File: config.mk
export PLATFORM = sky130hd
export DESIGN_NAME = wdkc_core
export DESIGN_NICKNAME = d
export VERILOG_FILES = /design/src/pkg/wdkc_pkg.sv /design/src/verilog/wdkc_core.sv /design/src/verilog/wdkc_lfsr.sv /design/src/verilog/wdkc_tick.sv
export SDC_FILE = /design/constraint.sdc
export NUM_CORES = 1
export LEC_CHECK = 0
export CAP_MARGIN = 20
export CORE_MARGIN = 3
export CORE_UTILIZATION = 40
export CTS_BUF_LIST = sky130_fd_sc_hd__clkbuf_2
export CTS_CLUSTER_DIAMETER = 40
export DETAILED_ROUTE_END_ITERATION = 8
export DONT_BUFFER_PORTS = 1
export GPL_TIMING_DRIVEN = 0
export HOLD_SLACK_MARGIN = 0.08
export SETUP_SLACK_MARGIN = 0.5
export SYNTH_ARGS = -nofsm -noshare
export SYNTH_HDL_FRONTEND = slang
export SYNTH_HIERARCHICAL = 1
export SYNTH_SLANG_ARGS = --single-unit
File: constraint.sdc
create_clock -name clk -period 6.6 [get_ports clk]
set_input_delay 1.32 -clock clk [delete_from_list [all_inputs] [get_ports clk]]
set_output_delay 1.32 -clock clk [all_outputs]
set_load 0.03 [all_outputs]
File: src/pkg/wdkc_pkg.sv
package wdkc_pkg;

    // Register offsets
    localparam logic [7:0] WDKC_ADDR_STATUS  = 8'h26;
    localparam logic [7:0] WDKC_ADDR_MODE    = 8'h27;
    localparam logic [7:0] WDKC_ADDR_TIMING  = 8'h28;
    localparam logic [7:0] WDKC_ADDR_STARTUP = 8'h29;
    localparam logic [7:0] WDKC_ADDR_KEY     = 8'h2A;
    localparam logic [7:0] WDKC_ADDR_PROTECT = 8'h2B;

    // Field positions
    localparam int WDKC_STAT_OPEN   = 3;
    localparam int WDKC_STAT_LFSR   = 2;
    localparam int WDKC_STAT_UV     = 1;
    localparam int WDKC_STAT_EXP    = 0;
    localparam int WDKC_MODE_SWW    = 6;
    localparam int WDKC_START_WDON  = 3;
    localparam int WDKC_PROTECT_BIT = 0;

    // Reset values; factory-programmed in the part, plain defaults here
    localparam logic [7:0] WDKC_RST_TIMING  = 8'h00;
    localparam logic [3:0] WDKC_RST_STARTUP = 4'h0;
    localparam logic [7:0] WDKC_RST_KEY     = 8'h55;
    localparam logic       WDKC_RST_PROTECT = 1'b0;
    localparam logic       WDKC_RST_SWW     = 1'b0;
    localparam logic [5:0] WDKC_RST_DIV     = 6'h00;

    // Timing
    localparam int unsigned WDKC_PRESCALE_DEF = 32;
    localparam logic [11:0] WDKC_WIN_UNIT     = 12'h008;
    localparam logic [11:0] WDKC_ONE          = 12'h001;

    typedef enum logic [1:0] {
        WDKC_ST_OFF    = 2'b00,
        WDKC_ST_FIRST  = 2'b01,
        WDKC_ST_CLOSED = 2'b11,
        WDKC_ST_OPEN   = 2'b10
    } wdkc_state_t;

    typedef struct packed {
        wdkc_state_t state;
        logic [11:0] cnt;
        logic [7:0]  timing;
        logic [3:0]  startup;
        logic [7:0]  key_reg;
        logic        protect_reg;
        logic        simple_window_select;
        logic [5:0]  tick_divider;
        logic        flag_lfsr;
        logic        update_violation_flag;
        logic        flag_expired;
        logic [7:0]  rdata;
        logic        violation;
        logic        window_open;
        logic        running;
    } wdkc_core_t;

    typedef struct packed {
        logic [4:0] pre;
        logic [5:0] div;
        logic       tick;
    } wdkc_tick_t;

endpackage : wdkc_pkg

File: src/verilog/wdkc_core.sv
// What this block does
// - Closed portion lasts (closed_len + 1) x 8 ticks, closed_len in timing bits 7:4.
// - Updates during the closed portion are rejected; host must not service then.
// - Open portion lasts (open_len + 1) x 8 ticks, accepts updates.
// - Watchdog runs only while wd_on, bit 3 of startup config, is 1.
// - First open window after reset is (closed + open) x (2 x ext + 1).
// - Holds readable 8-bit key, reset value 0x55.
// - Next key uses LFSR polynomial x^8 + x^6 + x^5 + x^4 + 1.
// - Key step: feedback bit, shift toward MSB, feedback enters LSB.
// - Tick is the clock divided by PRESCALE (32 by default), then by the tick divider + 1.
// - Wrong key in challenge/response mode sets the key mismatch flag.
// - A valid update in the open window refreshes and starts a new period.
// - When locked, only key and protect registers accept writes.
`timescale 1ns/10ps
`default_nettype none
module wdkc_core
    import wdkc_pkg::*;
#(
    parameter int unsigned PRESCALE = WDKC_PRESCALE_DEF
)(
    // Clock and reset
    input  wire logic       clk,
    input  wire logic       reset_n,
    // Register port behind the serial interface
    input  wire logic       reg_wr,
    input  wire logic       reg_rd,
    input  wire logic [7:0] reg_addr,
    input  wire logic [7:0] reg_wdata,
    output logic      [7:0] reg_rdata,
    // Watchdog state to the reset logic
    output logic            wd_violation,
    output logic            wd_window_open,
    output logic            wd_running
);
    wdkc_core_t s;
    wdkc_core_t n;
    logic        tick;
    logic [7:0]  key_expect;
    logic [11:0] closed_ticks;
    logic [11:0] open_ticks;
    logic [11:0] first_ticks;
    logic [11:0] limit;
    logic        locked;
    logic        wd_on;
    logic        key_wr;
    logic        key_good;

    wdkc_tick #(
        .PRESCALE (PRESCALE)
    ) u_tick (
        .clk     (clk),
        .reset_n (reset_n),
        .divider (s.tick_divider),
        .tick    (tick)
    );

    wdkc_lfsr u_lfsr (
        .key_now  (s.key_reg),
        .key_next (key_expect)
    );

    // Window lengths in ticks; worst case 3840 fits in 12 bits
    always_comb begin
        closed_ticks = (12'(s.timing[7:4]) + WDKC_ONE) * WDKC_WIN_UNIT;
        open_ticks   = (12'(s.timing[3:0]) + WDKC_ONE) * WDKC_WIN_UNIT;
        first_ticks  = (closed_ticks + open_ticks)
                     * ((12'(s.startup[2:0]) << 1) + WDKC_ONE);
        case (s.state)
            WDKC_ST_CLOSED: limit = closed_ticks;
            WDKC_ST_OPEN:   limit = open_ticks;
            WDKC_ST_FIRST:  limit = first_ticks;
            default:        limit = closed_ticks;
        endcase
    end

    always_comb begin
        locked   = s.protect_reg;
        wd_on    = s.startup[WDKC_START_WDON];
        key_wr   = reg_wr && (reg_addr == WDKC_ADDR_KEY);
        key_good = s.simple_window_select || (reg_wdata == key_expect);
    end

    always_comb begin
        n           = s;
        n.violation = 1'b0;

        // Reads; status clears on read, events below still win
        if (reg_rd) begin
            case (reg_addr)
                WDKC_ADDR_STATUS: begin
                    n.rdata = '0;
                    n.rdata[WDKC_STAT_OPEN] = s.window_open;
                    n.rdata[WDKC_STAT_LFSR] = s.flag_lfsr;
                    n.rdata[WDKC_STAT_UV]   = s.update_violation_flag;
                    n.rdata[WDKC_STAT_EXP]  = s.flag_expired;
                    n.flag_lfsr             = 1'b0;
                    n.update_violation_flag = 1'b0;
                    n.flag_expired          = 1'b0;
                end
                WDKC_ADDR_MODE: begin
                    n.rdata = '0;
                    n.rdata[WDKC_MODE_SWW] = s.simple_window_select;
                    n.rdata[5:0]           = s.tick_divider;
                end
                WDKC_ADDR_TIMING:  n.rdata = s.timing;
                WDKC_ADDR_STARTUP: n.rdata = {4'h0, s.startup};
                WDKC_ADDR_KEY:     n.rdata = s.key_reg;
                WDKC_ADDR_PROTECT: n.rdata = {7'h00, s.protect_reg};
                default:           n.rdata = 8'h00;
            endcase
        end

        // Configuration writes
        if (reg_wr) begin
            case (reg_addr)
                WDKC_ADDR_MODE: begin
                    if (!locked) begin
                        n.simple_window_select = reg_wdata[WDKC_MODE_SWW];
                        n.tick_divider         = reg_wdata[5:0];
                    end
                end
                WDKC_ADDR_TIMING: begin
                    if (!locked) begin
                        n.timing = reg_wdata;
                    end
                end
                WDKC_ADDR_STARTUP: begin
                    if (!locked) begin
                        n.startup = reg_wdata[3:0];
                    end
                end
                WDKC_ADDR_PROTECT: n.protect_reg = reg_wdata[WDKC_PROTECT_BIT];
                default: ;
            endcase
        end

        // Window timer
        case (s.state)
            WDKC_ST_OFF: begin
                n.cnt = '0;
                if (wd_on) begin
                    n.state = WDKC_ST_FIRST;
                end
            end
            WDKC_ST_FIRST, WDKC_ST_CLOSED, WDKC_ST_OPEN: begin
                if (!wd_on) begin
                    n.state = WDKC_ST_OFF;
                    n.cnt   = '0;
                end else if (tick) begin
                    if (s.cnt + WDKC_ONE >= limit) begin
                        n.cnt = '0;
                        if (s.state == WDKC_ST_CLOSED) begin
                            n.state = WDKC_ST_OPEN;
                        end else begin
                            // Open window ran out with no update
                            n.flag_expired = 1'b1;
                            n.violation    = 1'b1;
                            n.state        = WDKC_ST_CLOSED;
                        end
                    end else begin
                        n.cnt = s.cnt + WDKC_ONE;
                    end
                end
            end
            default: begin
                n.state = WDKC_ST_OFF;
                n.cnt   = '0;
            end
        endcase

        // Watchdog updates through the key register, allowed when locked
        if (key_wr) begin
            if (s.state == WDKC_ST_OFF || !wd_on) begin
                // Idle watchdog: key may be seeded freely
                n.key_reg = reg_wdata;
            end else if (!key_good) begin
                n.flag_lfsr = 1'b1;
                n.violation = 1'b1;
            end else if (s.state == WDKC_ST_CLOSED) begin
                n.update_violation_flag = 1'b1;
                n.violation             = 1'b1;
            end else begin
                n.state = WDKC_ST_CLOSED;
                n.cnt   = '0;
                if (!s.simple_window_select) begin
                    n.key_reg = reg_wdata;
                end
            end
        end

        n.window_open = (n.state == WDKC_ST_FIRST) || (n.state == WDKC_ST_OPEN);
        n.running     = (n.state != WDKC_ST_OFF);
    end

    always_ff @(posedge clk or negedge reset_n) begin
        if (!reset_n) begin
            s                       <= '0;
            s.state                 <= WDKC_ST_OFF;
            s.timing                <= WDKC_RST_TIMING;
            s.startup               <= WDKC_RST_STARTUP;
            s.key_reg               <= WDKC_RST_KEY;
            s.protect_reg           <= WDKC_RST_PROTECT;
            s.simple_window_select  <= WDKC_RST_SWW;
            s.tick_divider          <= WDKC_RST_DIV;
        end else begin
            s <= n;
        end
    end

    assign reg_rdata      = s.rdata;
    assign wd_violation   = s.violation;
    assign wd_window_open = s.window_open;
    assign wd_running     = s.running;
endmodule : wdkc_core
`default_nettype wire

File: src/verilog/wdkc_lfsr.sv
`timescale 1ns/10ps
`default_nettype none
module wdkc_lfsr
    import wdkc_pkg::*;
(
    // Current key in, next key out
    input  wire logic [7:0] key_now,
    output logic      [7:0] key_next
);
    logic fb;

    always_comb begin
        fb       = key_now[7] ^ key_now[5] ^ key_now[4] ^ key_now[3];
        key_next = {key_now[6:0], fb};
    end
endmodule : wdkc_lfsr
`default_nettype wire

File: src/verilog/wdkc_tick.sv
`timescale 1ns/10ps
`default_nettype none
module wdkc_tick
    import wdkc_pkg::*;
#(
    parameter int unsigned PRESCALE = WDKC_PRESCALE_DEF
)(
    // Clock and reset
    input  wire logic       clk,
    input  wire logic       reset_n,
    // Divider setting and tick pulse
    input  wire logic [5:0] divider,
    output logic            tick
);
    wdkc_tick_t s;
    wdkc_tick_t n;

    // Five-bit prescaler cannot count past 32
    if (PRESCALE < 2 || PRESCALE > 32) begin : g_bad_prescale
        $error("PRESCALE must lie in 2..32");
    end

    localparam logic [4:0] PRE_LAST = 5'(PRESCALE - 1);

    always_comb begin
        n      = s;
        n.tick = 1'b0;
        if (s.pre == PRE_LAST) begin
            n.pre = '0;
            // Second stage divides by divider + 1
            if (s.div >= divider) begin
                n.div  = '0;
                n.tick = 1'b1;
            end else begin
                n.div = s.div + 6'h01;
            end
        end else begin
            n.pre = s.pre + 5'h01;
        end
    end

    always_ff @(posedge clk or negedge reset_n) begin
        if (!reset_n) begin
            s <= '0;
        end else begin
            s <= n;
        end
    end

    assign tick = s.tick;
endmodule : wdkc_tick
`default_nettype wire
# [Word-level counts from Yosys, hierarchy flattened]
# Cells that the tools add are included.
[word_totals] regBits=68 latchBits=0 ram_bits=0 rom_bits=0 input_bits=20 output_inout_bits=11 word_cells=103 mem_count=0
[op_classes] n_addsub=7 n_mul=1 div_mod_pow=0 order_cmp=2 n_eq_ne=15 shifts=0 muxes=42 bitwise_logic=4 n_reduce_logical=14
[op_table] op="14-bit 2-to-1 mux" count=6
[op_table] op="8-bit by 6-bit == test with 1-bit output, second input constant" count=6
[op_table] op="8-bit one-hot mux with 6 select lines" count=1
[op_table] op="8-bit 2-to-1 mux" count=4
[op_table] op="14-bit one-hot mux with 2 select lines" count=1
[op_table] op="12-bit one-hot mux with 2 select lines" count=1
[op_table] op="1-bit 2-to-1 mux" count=20
[op_table] op="4-bit by 1-bit adder with 5-bit output, second input constant" count=3
[op_table] op="12-bit by 1-bit adder with 12-bit output, second input constant" count=1
[op_table] op="12-bit greater-or-equal comparator" count=1
[op_table] op="9-bit by 5-bit multiplier with 12-bit output" count=1
[op_table] op="12-bit 2-to-1 mux" count=1
[op_table] op="11-bit 2-to-1 mux" count=1
[op_table] op="8-bit by 8-bit adder with 9-bit output" count=1
[op_table] op="3-bit AND reduction" count=3
[op_table] op="8-bit == test" count=1
[op_table] op="2-bit 2-to-1 mux" count=4
[op_table] op="6-bit by 1-bit adder with 6-bit output, second input constant" count=1
[op_table] op="2-bit == test, second input constant" count=3
[op_table] op="6-bit greater-or-equal comparator" count=1
[op_table] op="6-bit 2-to-1 mux" count=1
[op_table] op="5-bit by 1-bit adder with 5-bit output, second input constant" count=1
[op_table] op="5-bit == test, second input constant" count=1
[op_table] op="5-bit 2-to-1 mux" count=1
[op_table] op="other kinds (13)" count=20

# [Depth between registers and ports, before layout]
# Gate-level depths: netlist of the first run.
[depth] depth_word=15 depth_mapped=27 depth_no_buf=27

# [Hierarchy]
# The synthesis of the first run kept the hierarchy.
[by_module_without_submodules] mod="wdkc_core" n_inst=1 cells_per_inst=416 area_per_inst_um2=4191.5 seq_area_each_um2=1406.3
[by_module_without_submodules] mod="wdkc_tick" n_inst=1 cells_per_inst=66 area_per_inst_um2=691.9 seq_area_each_um2=300.3
[by_module_without_submodules] mod="wdkc_lfsr" n_inst=1 cells_per_inst=11 area_per_inst_um2=86.3 seq_area_each_um2=0.0

# [Least setup slack after synthesis of the first run]
# Ideal clock, no wire load.
[synth_path] path_type="flip-flop to flip-flop" from="reg s[38] (netlist bit)" to="reg s, in the netlist wd_window_open" setup_ps=126 arrival_time_ps=5914 setup_slack_ps=560 path_stages_with_launch=25 path_buffers=0 path_cell_list="dfrtp_1 -> ha_1 -> fa_1 -> xor2_1 -> and2_1 -> ha_1 -> inv_1 -> fa_1 -> inv_1 -> fa_1 -> ha_1 -> a211oi_1 -> o21bai_1 -> a21oi_1 -> xnor2_1 -> o21a_1 -> o211ai_1 -> ha_1 -> a21oi_1 -> o21ai_0 -> or3_1 -> o221a_2 -> nor4_1 -> a211o_1 -> ha_1"
[synth_lines] item="start: declaration" line="wdkc_core.sv:35" rtl="wdkc_core_t s;"
[synth_lines] item="start signal: assignment" line="wdkc_core.sv:206" rtl="s <= n;"

==> metrics, run 1 <==
status finished clean; Reg2Reg Capture Point wd_window_open$_DFF_PN0_; Hold Violations, Final 0; minimum clock period 6.04 ns; pwr dens 159 nW/um^2; CTS tree yes; Remaining Overflow, GRT 0; CP Data Required Time 6.98 ns; via count 3,615; number of buffers created by CTS 9; CORE AREA 12,100 sq um; CTS Sinks 68; Cell Area, Placed 5180 sq um; H-tree Lvls 3; Clock Path Buffers 2; Worst R2R Setup Slack 0.56 ns; initial antenna violation count 0; layout cell share with drive strength beyond 1 0.245; Synth area leaders dfrtp_1, ha_1, xor2_1; critical path's slowest cell fa_1; first-pass GRT wire length 18.5 mm; worst slew pin tran 0.646 ns; routability cong. 0.838; Slew headroom 0.567; Layout area overhead 13.5%; vias in the first global route 3,623; static leakage 2.63 nW; Max Slew Vio Count 0; Ant. Diodes 0; Arrival @ worst endpoint 6.43 ns; post-synth top area share 0.322; Total Power 0.896 mW; CP dominant cell by count ha_4; register area share after synthesis 0.343; Gate Count Post-Synth 493; RSZ-0062 raised after global routing true; Design Area, Final 5640 sq um; flops & latches, synth 68; initial drt markers 254; Max Cap Viol 0; Nets 595; Tightest Hold Check Type input port to async pin; Crit Reg-Reg Startpoint s[35]$_DFFE_PN0P_; critical-path cell list ha_4, ha_4, a21o_1, a21oi_2, xnor2_2, and2_4, ha_4, fa_1, fa_1, ha_4, a211oi_2, o21bai_1, a21oi_1, xnor2_1, o21a_1, o211ai_1, ha_1, a21oi_2, o21ai_2, or3_1, o221a_4, a211o_1, ha_1; cts hold-fix bufs 0; Worst-path clk slew 0.22 ns; I/O pin cnt 31; CP peak stage delay 0.56 ns; max frequency 0.165 GHz; synth unique cells 64; Synth Flop Type dfrtp_1; Worst Path Buf+Inv 0; crit path kind register to register; IO Port Bufs 0; minimum hold slack 0.472 ns; ANT nets after route 0; Die Wd 117 um; number of synthesized flops with an enable pin 0; crit end category register; Synth Cell Area 4970 sq um; Avg WL per Cell 15.8 um; later-pin clock latency in the skew report 0.49 ns; post-DP HPWL 8.02 mm; post-synth top area cell dfrtp_1; worst vdd ir 0.0000876 V; ys async rst share 1.00; synth warn 6; die area 13,800 sq um; top-count cell post-synth dfrtp_1; crit-path max FO 5; overall global routing resource usage 0.163; worst-case clock skew 0.0362 ns; Initial Utilization 0.412; Clock Root Buffer clkbuf_2; syn avg cell area 10.1 sq um; worst-case reg-to-reg path depth 23; # fillers 1,147; Final period util 0.916; Die Height 117 um; residual DRC count 0; First-pass DRT Iterations 4; startpoint types register; top cells by count, synth dfrtp_1, ha_1, inv_1; vias per std cell 5.24; final setup vio count 0; top cell family by delay on the critical path adder cells; pin count of the biggest net entering global routing 69; Core Rows 40; final WL 10.9 mm; synthesized net count 571; Setup TNS 0 ns
cell families (layout without fill, tap and decap cells):
logic type	after synthesis	in the layout	synth area share
compound gates	95	95	0.133
xor+xnor	48	48	0.0846
fa+ha+maj	58	58	0.158
buf+inv	68	97	0.0662
flops	68	68	0.343
mux	29	29	0.0715
simple gates	127	127	0.144
per-stage QoR:
stage | std cells | util | setup WS [ns]
final | 690 | 0.468 | 0.556
after global routing | 690 | 0.468 | 0.274
after CTS | 687 | 0.457 | 0.504
after detailed placement | 661 | 0.429 | -0.141
after global placement | 661 | 0.429 | 0.0193
after floorplan | 493 | - | 0.560
power by group:
part	total, mW	internal [mW]	switching [mW]
Sequential	0.469	0.436	0.0328
Combinational	0.221	0.105	0.116
Clock	0.206	0.0468	0.159
area by class of cell:
class | instances | area [sq um] | area share
Multi-Input combinational cell | 357 | 3200 | 0.567
Timing Repair Buffer | 13 | 101 | 0.0180
Clock inverter | 7 | 42.5 | 0.00754
Sequential cell | 68 | 1710 | 0.303
Tap cell | 168 | 210 | 0.0373
Clock buffer | 9 | 45.0 | 0.00799
Buffer | 30 | 193 | 0.0342
Inverter | 38 | 143 | 0.0253
metal layers:
layer,up-vias,share of wire,GRT usage
met4,0,0.0092,0.0264
li1,1780,-,-
met2,47,0.47,0.260
met5,-,0,0
met3,8,0.037,0.0346
met1,1780,0.48,0.233
worst reg2reg max path, stage by stage (launching register included):
cell and delay, ns:
dfrtp_1 0.47, ha_4 0.32, ha_4 0.19, a21o_1 0.19, a21oi_2 0.22, xnor2_2 0.15, and2_4 0.17, ha_4 0.19
fa_1 0.56, fa_1 0.47, ha_4 0.20, a211oi_2 0.23, o21bai_1 0.12, a21oi_1 0.19, xnor2_1 0.18, o21a_1 0.17
o211ai_1 0.10, ha_1 0.34, a21oi_2 0.16, o21ai_2 0.09, or3_1 0.36, o221a_4 0.27, a211o_1 0.28, ha_1 0.29
flip-flops by register name, indices dropped and copies added (netlist names):
signal / flops
wd_violation: 1
locked: 1
u_tick/tick: 1
s: 44
wd_window_open: 1
wd_running: 1
reg_rdata: 8
u_tick/s: 11
cell usage in the layout (no fill, tap or decap), drive strengths merged, types with 5 or more instances in the layout:
cell type	Yosys	routed
dfrtp	64	64
nor2	28	28
xor2	31	31
inv	38	39
fa	8	8
xnor2	17	17
nand3	12	12
nor3	7	7
clkbuf	9	18
nand4	6	6
a21oi	22	22
nand2b	5	5
and3	10	10
nand2	24	24
mux2	28	28
buf	21	34
ha	50	50
a211oi	5	5
o21ai	20	20
a22oi	6	6
and2	17	17
o22ai	6	6
worst max-delay path by stage:
| stage | slack [ns] | cells past startpoint | from | end |
|---|---|---|---|---|
| after detailed placement | -0.14 | 24 | s[34]$_DFFE_PN0P_ | wd_window_open$_DFF_PN0_ |
| after floorplan | 0.56 | 24 | s[38]$_DFFE_PN0P_ | wd_window_open$_DFF_PN0_ |
| after global placement | 0.02 | 24 | s[34]$_DFFE_PN0P_ | wd_window_open$_DFF_PN0_ |
| after CTS | 0.50 | 25 | s[35]$_DFFE_PN0P_ | s[53]$_DFF_PN0_ |
| final | 0.56 | 23 | s[35]$_DFFE_PN0P_ | wd_window_open$_DFF_PN0_ |
| after global routing | 0.27 | 24 | s[35]$_DFFE_PN0P_ | s[53]$_DFF_PN0_ |
what timing repair did:
action | in CTS | in global routing
buffers inserted | 9 | 3
endpoints found under the setup margin | 16 | 16
endpoints found under the hold margin | 0 | 0
cloned | 1 | 0
pin swaps | 18 | 23
gates resized for setup | 29 | 20
No activity file was read; power rests on OpenSTA's default activity.
==> run 2, diff against run 1 <==
--- a/config.mk
+++ b/config.mk
@@ -5,7 +5,6 @@
 export SDC_FILE = /design/constraint.sdc
 export NUM_CORES = 1
 export LEC_CHECK = 0
-export CAP_MARGIN = 20
 export CORE_MARGIN = 3
 export CORE_UTILIZATION = 40
 export CTS_BUF_LIST = sky130_fd_sc_hd__clkbuf_2
@@ -14,6 +13,7 @@
 export DONT_BUFFER_PORTS = 1
 export GPL_TIMING_DRIVEN = 0
 export HOLD_SLACK_MARGIN = 0.08
+export REMOVE_ABC_BUFFERS = 1
 export SETUP_SLACK_MARGIN = 0.5
 export SYNTH_ARGS = -nofsm -noshare
 export SYNTH_HDL_FRONTEND = slang
==> run 2 against run 1 <==
Net effect: design area shrank 2.3%; worst setup slack gained 0.051 ns; sequential power is essentially flat; sequential share of layout area grew 0.73 points; critical path type unchanged; largest cell class unchanged.
==> metrics, run 2 (synthesis results as in run 1) <==
I/O pin cnt 31 (unchanged); die area 13,800 sq um (unchanged); vias per std cell 5.31 (was 5.24); Slew headroom 0.571 (was 0.567); Layout area overhead 10.9% (was 13.5%); Storage cell area 1710 sq um (about the same); commonest non-fill, non-tap cell in the layout dfrtp_1 (unchanged); First-pass DRT Iterations 4 (unchanged); Die Height 117 um (unchanged); multi-input logic area 3240 sq um (was 3200 sq um); critical path's slowest cell fa_1 (unchanged); crit-path max FO 7 (was 5); initial antenna violation count 0 (unchanged); static leakage 2.53 nW (was 2.63 nW); later-pin clock latency in the skew report 0.54 ns (was 0.49 ns); startpoint types register (unchanged); Die Wd 117 um (unchanged); overall global routing resource usage 0.157 (was 0.163); most frequent cells in the layout dfrtp_1, ha_1, inv_1, xor2_1, nand2_1 (was dfrtp_1, ha_1, inv_1, buf_4, xor2_1); status finished clean (unchanged); pwr dens 170 nW/um^2 (was 159 nW/um^2); Initial Utilization 0.412 (unchanged); first-pass GRT wire length 17.8 mm (was 18.5 mm); CTS tree yes (unchanged); Remaining Overflow, GRT 0 (unchanged); Worst-path clk slew 0.21 ns (was 0.22 ns); Nets 566 (was 595); Worst Path Buf+Inv 2 (was 0); CP Data Required Time 7.02 ns (was 6.98 ns); CORE AREA 12,100 sq um (unchanged); minimum clock period 5.99 ns (was 6.04 ns); Ant. Diodes 0 (unchanged); Tightest Hold Check Type input port to async pin (unchanged); Clock Path Buffers 2 (unchanged); pin count of the biggest net entering global routing 69 (unchanged); worst-case clock skew 0.0274 ns (was 0.0362 ns); Final period util 0.908 (was 0.916); Setup TNS 0 ns (unchanged); residual DRC count 0 (unchanged); critical-path cell list ha_4, fa_2, xor2_4, and2_4, ha_4, inv_2, fa_1, inv_2, fa_1, ha_4, a211oi_4, o21bai_1, a21oi_1, xnor2_1, o21a_1, o211ai_1, ha_1, a21oi_2, o21ai_2, or3_4, o221a_4, a211o_1, ha_1 (was ha_4, ha_4, a21o_1, a21oi_2, xnor2_2, and2_4, ha_4, fa_1, fa_1, ha_4, a211oi_2, o21bai_1, a21oi_1, xnor2_1, o21a_1, o211ai_1, ha_1, a21oi_2, o21ai_2, or3_1, o221a_4, a211o_1, ha_1); via count 3,512 (was 3,615); DR WL met3 467 um (was 404 um); Design Area, Final 5510 sq um (was 5640 sq um); crit end category register (unchanged); RSZ-0062 raised after global routing true (unchanged); met2 WL post-DR 5.11 mm (was 5.15 mm); max FFs per register 44 (unchanged); Cell Area, Placed 5010 sq um (was 5180 sq um); final WL 10.9 mm (about the same); CP peak stage delay 0.59 ns (was 0.56 ns); IO Port Bufs 0 (unchanged); CTS Sinks 68 (unchanged); initial drt markers 136 (was 254); routability cong. 0.835 (was 0.838); final setup vio count 0 (unchanged); worst vdd ir 0.000132 V (was 0.0000876 V); Arrival @ worst endpoint 6.42 ns (was 6.43 ns); H-tree Lvls 3 (unchanged); Max Slew Vio Count 0 (unchanged); vias in the first global route 3,610 (was 3,623); Avg WL per Cell 16.4 um (was 15.8 um); DR top layer met4 (unchanged); max frequency 0.167 GHz (was 0.165 GHz); Clock Root Buffer clkbuf_2 (unchanged); ANT nets after route 0 (unchanged); CP dominant cell by count ha_4 (unchanged); # fillers 1,134 (was 1,147); crit path kind register to register (unchanged); met1 wire length 5.06 mm (was 5.27 mm); top cell family by delay on the critical path adder cells (unchanged); layout cell share with drive strength beyond 1 0.239 (was 0.245); Core Rows 40 (unchanged); largest register by flop count s (unchanged); cts hold-fix bufs 0 (unchanged); Max Cap Viol 0 (unchanged); worst slew pin tran 0.641 ns (was 0.646 ns); number of buffers created by CTS 9 (unchanged); post-DP HPWL 7.73 mm (was 8.02 mm); Hold Violations, Final 0 (unchanged)
==> run 2: path summary, 6_finish.rpt <==
check | to | slack, ns | from | cells past startpoint
worst max-delay path | wd_window_open$_DFF_PN0_ | 0.61 | s[39]$_DFFE_PN0P_ | 23
worst min-delay path | u_tick/s[11]$_DFF_PN0_ | 0.43 | reset_n | 0
worst max register to register | wd_window_open$_DFF_PN0_ | 0.61 | s[39]$_DFFE_PN0P_ | 23
worst min register to register | u_tick/s[7]$_DFF_PN0_ | 0.48 | u_tick/s[7]$_DFF_PN0_ | 1
max in group asynchronous | s[22]$_DFFE_PN1P_ | 5.95 | reset_n | 0
min in group clk | u_tick/s[7]$_DFF_PN0_ | 0.48 | u_tick/s[7]$_DFF_PN0_ | 1
==> run 2: layer usage <==
metal | vias to the layer above | GRT usage
met5 | - | 0
met4 | 0 | 0.0557
met3 | 19 | 0.0351
met2 | 68 | 0.247
met1 | 1698 | 0.213
li1 | 1727 | -
==> run 2: what timing repair did <==
action                     CTS  global route
setup endpoints to repair   16            14
setup buffers                5             7
gates resized for setup     24            28
gates cloned                 0             1
pin swaps                   10            30
==> run 2: report_power, final <==
| part | switching (mW) | internal [mW] | total [mW] |
|---|---|---|---|
| clock network | 0.161 | 0.0886 | 0.249 |
| registers | 0.0340 | 0.436 | 0.470 |
| logic | 0.112 | 0.104 | 0.216 |
==> run 2: area by class of cell <==
class | count | area share
multi-input cells | 358 | 0.587
flip-flops and latches | 68 | 0.310
inverters | 38 | 0.0259
clock inverters | 6 | 0.0116
repair buffers | 13 | 0.0177
clock buffers | 10 | 0.00908
well taps | 168 | 0.0381
==> run 2: through the flow <==
stage          hold slack [ns]  instances  total power [mW]   util  setup WS (ns)
2_1_floorplan            0.425        463             0.602      -          0.563
3_3_place_gp             0.443        631             0.642  0.414         0.0320
3_5_place_dp             0.457        632             0.647  0.415        -0.0354
4_1_cts                  0.397        653             0.923  0.439          0.508
5_1_grt                  0.355        661             0.995  0.457          0.409
6_report                 0.430        661             0.935  0.457          0.607
==> run 3, diff against run 2 <==
--- a/config.mk
+++ b/config.mk
@@ -5,12 +5,13 @@
 export SDC_FILE = /design/constraint.sdc
 export NUM_CORES = 1
 export LEC_CHECK = 0
+export ABC_CLOCK_PERIOD_IN_PS = 6600
+export BUFFER_PORTS_ARGS = -buffer_cell sky130_fd_sc_hd__buf_2
 export CORE_MARGIN = 3
 export CORE_UTILIZATION = 40
 export CTS_BUF_LIST = sky130_fd_sc_hd__clkbuf_2
 export CTS_CLUSTER_DIAMETER = 40
 export DETAILED_ROUTE_END_ITERATION = 8
-export DONT_BUFFER_PORTS = 1
 export GPL_TIMING_DRIVEN = 0
 export HOLD_SLACK_MARGIN = 0.08
 export REMOVE_ABC_BUFFERS = 1
==> run 3 against run 2 <==
Net effect: clock power about the same; sequential share of layout area decreased by 1.0 points; final cell count increased by 5.3%; largest power group unchanged; clock-buffer cell count unchanged; highest routed layer unchanged; largest cell class unchanged.
==> metrics, run 3 (synthesis results as in run 1) <==
Hold Path Depth 1; Final period util 0.913 (was 0.908); CP dominant cell by count ha_1 (was ha_4); internal power 0.641 mW (was 0.628 mW); fin cells 696 (was 661); startpoint types register (unchanged); worst vdd ir 0.0000789 V (was 0.000132 V); worst-case reg-to-reg path depth 24 (was 23); later-pin clock latency in the skew report 0.53 ns (was 0.54 ns); combinational power share 0.272 (was 0.231); Clock Path Buffers 2 (unchanged); Layout area overhead 14.6% (was 10.9%); Worst-path clk slew 0.20 ns (was 0.21 ns); crit path kind register to register (unchanged); first-pass GRT wire length 18.1 mm (was 17.8 mm); CTS tree yes (unchanged); pwr dens 171 nW/um^2 (was 170 nW/um^2); Slew headroom 0.310 (was 0.571); final worst setup slack 0.576 ns (was 0.607 ns); number of buffers created by CTS 9 (unchanged); via count 3,661 (was 3,512); CTS Sinks 68 (unchanged); final setup vio count 0 (unchanged); CORE AREA 12,100 sq um (unchanged); Hold Violations, Final 0 (unchanged); Max Slew Vio Count 0 (unchanged); post-DP HPWL 7.68 mm (was 7.73 mm); worst-case clock skew 0.0254 ns (was 0.0274 ns); static leakage 2.68 nW (was 2.53 nW); vias per std cell 5.26 (was 5.31); Avg WL per Cell 16.0 um (was 16.4 um); Critical Path Start s[34]$_DFFE_PN0P_ (was s[39]$_DFFE_PN0P_); placed instance count 661 (was 632); final WL 11.1 mm (was 10.9 mm); Tightest Hold Check Type register to register (was input port to async pin); Reg2Reg Capture Point wd_window_open$_DFF_PN0_ (unchanged); Clock Root Buffer clkbuf_2 (unchanged); CP Capture Point wd_window_open$_DFF_PN0_ (unchanged); routability cong. 0.876 (was 0.835); Worst R2R Setup Slack 0.58 ns (was 0.61 ns); largest register by flop count s (unchanged); critical path's slowest cell fa_1 (unchanged); layout cell share with drive strength beyond 1 0.286 (was 0.239); Setup TNS 0 ns (unchanged); pre-CTS WS -0.00651 ns (was -0.0354 ns); critical-path cell list buf_6, inv_2, ha_4, fa_2, and2_1, ha_1, ha_1, inv_1, fa_1, inv_1, fa_2, a211oi_2, o21bai_1, a21oi_1, xnor2_1, nor3_1, o211ai_1, ha_1, a21oi_2, o21ai_2, or3_4, o221a_4, a211o_1, ha_1 (was ha_4, fa_2, xor2_4, and2_4, ha_4, inv_2, fa_1, inv_2, fa_1, ha_4, a211oi_4, o21bai_1, a21oi_1, xnor2_1, o21a_1, o211ai_1, ha_1, a21oi_2, o21ai_2, or3_4, o221a_4, a211o_1, ha_1); cts hold-fix bufs 0 (unchanged); ANT nets after route 0 (unchanged); NetSw 0.333 mW (was 0.307 mW); Arrival @ worst endpoint 6.44 ns (was 6.42 ns); crit end category register (unchanged); residual DRC count 0 (unchanged); Clk pwr share 0.258 (was 0.266); First-pass DRT Iterations 4 (unchanged); Die Wd 117 um (unchanged); Die Height 117 um (unchanged); overall global routing resource usage 0.160 (was 0.157); CP peak stage delay 0.53 ns (was 0.59 ns); initial drt markers 131 (was 136); Crit Reg-Reg Startpoint s[34]$_DFFE_PN0P_ (was s[39]$_DFFE_PN0P_); pin count of the biggest net entering global routing 69 (unchanged); Nets 601 (was 566); Core Rows 40 (unchanged); Switching Fraction 0.342 (was 0.328); status finished clean (unchanged); Ant. Diodes 0 (unchanged); Flop pwr share 0.470 (was 0.502); commonest non-fill, non-tap cell in the layout dfrtp_1 (unchanged); vias in the first global route 3,688 (was 3,610); Max Cap Viol 0 (unchanged); IO Port Bufs 30 (was 0); crit-path max FO 7 (unchanged); H-tree Lvls 3 (unchanged); CP Data Required Time 7.02 ns (about the same); Initial Utilization 0.412 (unchanged); # fillers 1,134 (unchanged); RSZ-0062 raised after global routing true (unchanged); Total Power 0.974 mW (was 0.935 mW); die area 13,800 sq um (unchanged); I/O pin cnt 31 (unchanged); max FFs per register 44 (unchanged); worst slew pin tran 1.02 ns (was 0.641 ns); most frequent cells in the layout dfrtp_1, ha_1, inv_1, buf_2, xor2_1 (was dfrtp_1, ha_1, inv_1, xor2_1, nand2_1); Remaining Overflow, GRT 0 (unchanged); initial antenna violation count 0 (unchanged); minimum hold slack 0.467 ns (was 0.430 ns); max frequency 0.166 GHz (was 0.167 GHz); minimum clock period 6.02 ns (was 5.99 ns)
-- run 3: cell types whose count changed in the layout (fill, tap and decap cells not counted), sizes merged --
cell,before,now
buf,13,48
-- run 3: what timing repair did --
item | 4_1_cts | 5_1_grt
setup endpoints to repair | 16 | 16
cloned | 0 | 1
endpoints found under the hold margin | 0 | 0
pin swaps | 9 | 40
setup buffers | 11 | 7
resized for setup | 21 | 30
-- run 3: power groups by stage --
| stage | logic [mW] | clock network [mW] | registers (mW) |
|---|---|---|---|
| 4_1_cts | 0.240 | 0.262 | 0.457 |
| 3_3_place_gp | 0.206 | 0 | 0.462 |
| 6_report | 0.265 | 0.251 | 0.458 |
| 2_1_floorplan | 0.136 | 0 | 0.467 |
| 5_1_grt | 0.294 | 0.280 | 0.460 |
| 3_5_place_dp | 0.211 | 0 | 0.463 |
-- run 3: worst max-delay path, delay by kind of cell (launching register included) --
| family | cells | cell delay (ns) |
|---|---|---|
| xor gates and xnor gates | 1 | 0.11 |
| adders and majority gates | 8 | 2.75 |
| and+or+nand+nor | 3 | 0.76 |
| AOI/OAI and AO/OA | 8 | 1.46 |
| DFF | 1 | 0.47 |
| buffers and inverters | 4 | 0.37 |
-- run 3: layout make-up --
cell class / instances / area [sq um] / area share
multi-input combinational: 358 / 3230 / 0.567
sequential: 68 / 1710 / 0.300
timing repair buffer: 48 / 292 / 0.0512
tap: 168 / 210 / 0.0369
inverter: 38 / 143 / 0.0251
clock inverter: 6 / 63.8 / 0.0112
clock buffer: 10 / 50.0 / 0.00879
-- run 3: worst min path at each step --
stage	start	to	slack, ns
3_3_place_gp	u_tick/s[7]$_DFF_PN0_	u_tick/s[7]$_DFF_PN0_	0.44
4_1_cts	u_tick/s[7]$_DFF_PN0_	u_tick/s[7]$_DFF_PN0_	0.47
2_1_floorplan	u_tick/s[7]$_DFF_PN0_	u_tick/s[7]$_DFF_PN0_	0.42
5_1_grt	u_tick/s[7]$_DFF_PN0_	u_tick/s[7]$_DFF_PN0_	0.50
3_5_place_dp	u_tick/s[7]$_DFF_PN0_	u_tick/s[7]$_DFF_PN0_	0.45
6_report	u_tick/s[7]$_DFF_PN0_	u_tick/s[7]$_DFF_PN0_	0.47
-- run 3: metal layers --
metal / track usage / wire, um / share of wire / vias to the layer above
li1: - / - / - / 1787
met1: 0.210 / 5150 / 0.46 / 1786
met2: 0.264 / 5480 / 0.49 / 73
met3: 0.0336 / 370 / 0.033 / 15
met4: 0.0498 / 144 / 0.013 / 0
met5: 0 / 0 / 0 / -
-- run 3: through the flow --
stage          cell area [sq um]   util
2_1_floorplan               4780      -
3_3_place_gp                5140  0.426
3_5_place_dp                5150  0.427
4_1_cts                     5480  0.454
5_1_grt                     5690  0.472
6_report                    5690  0.472
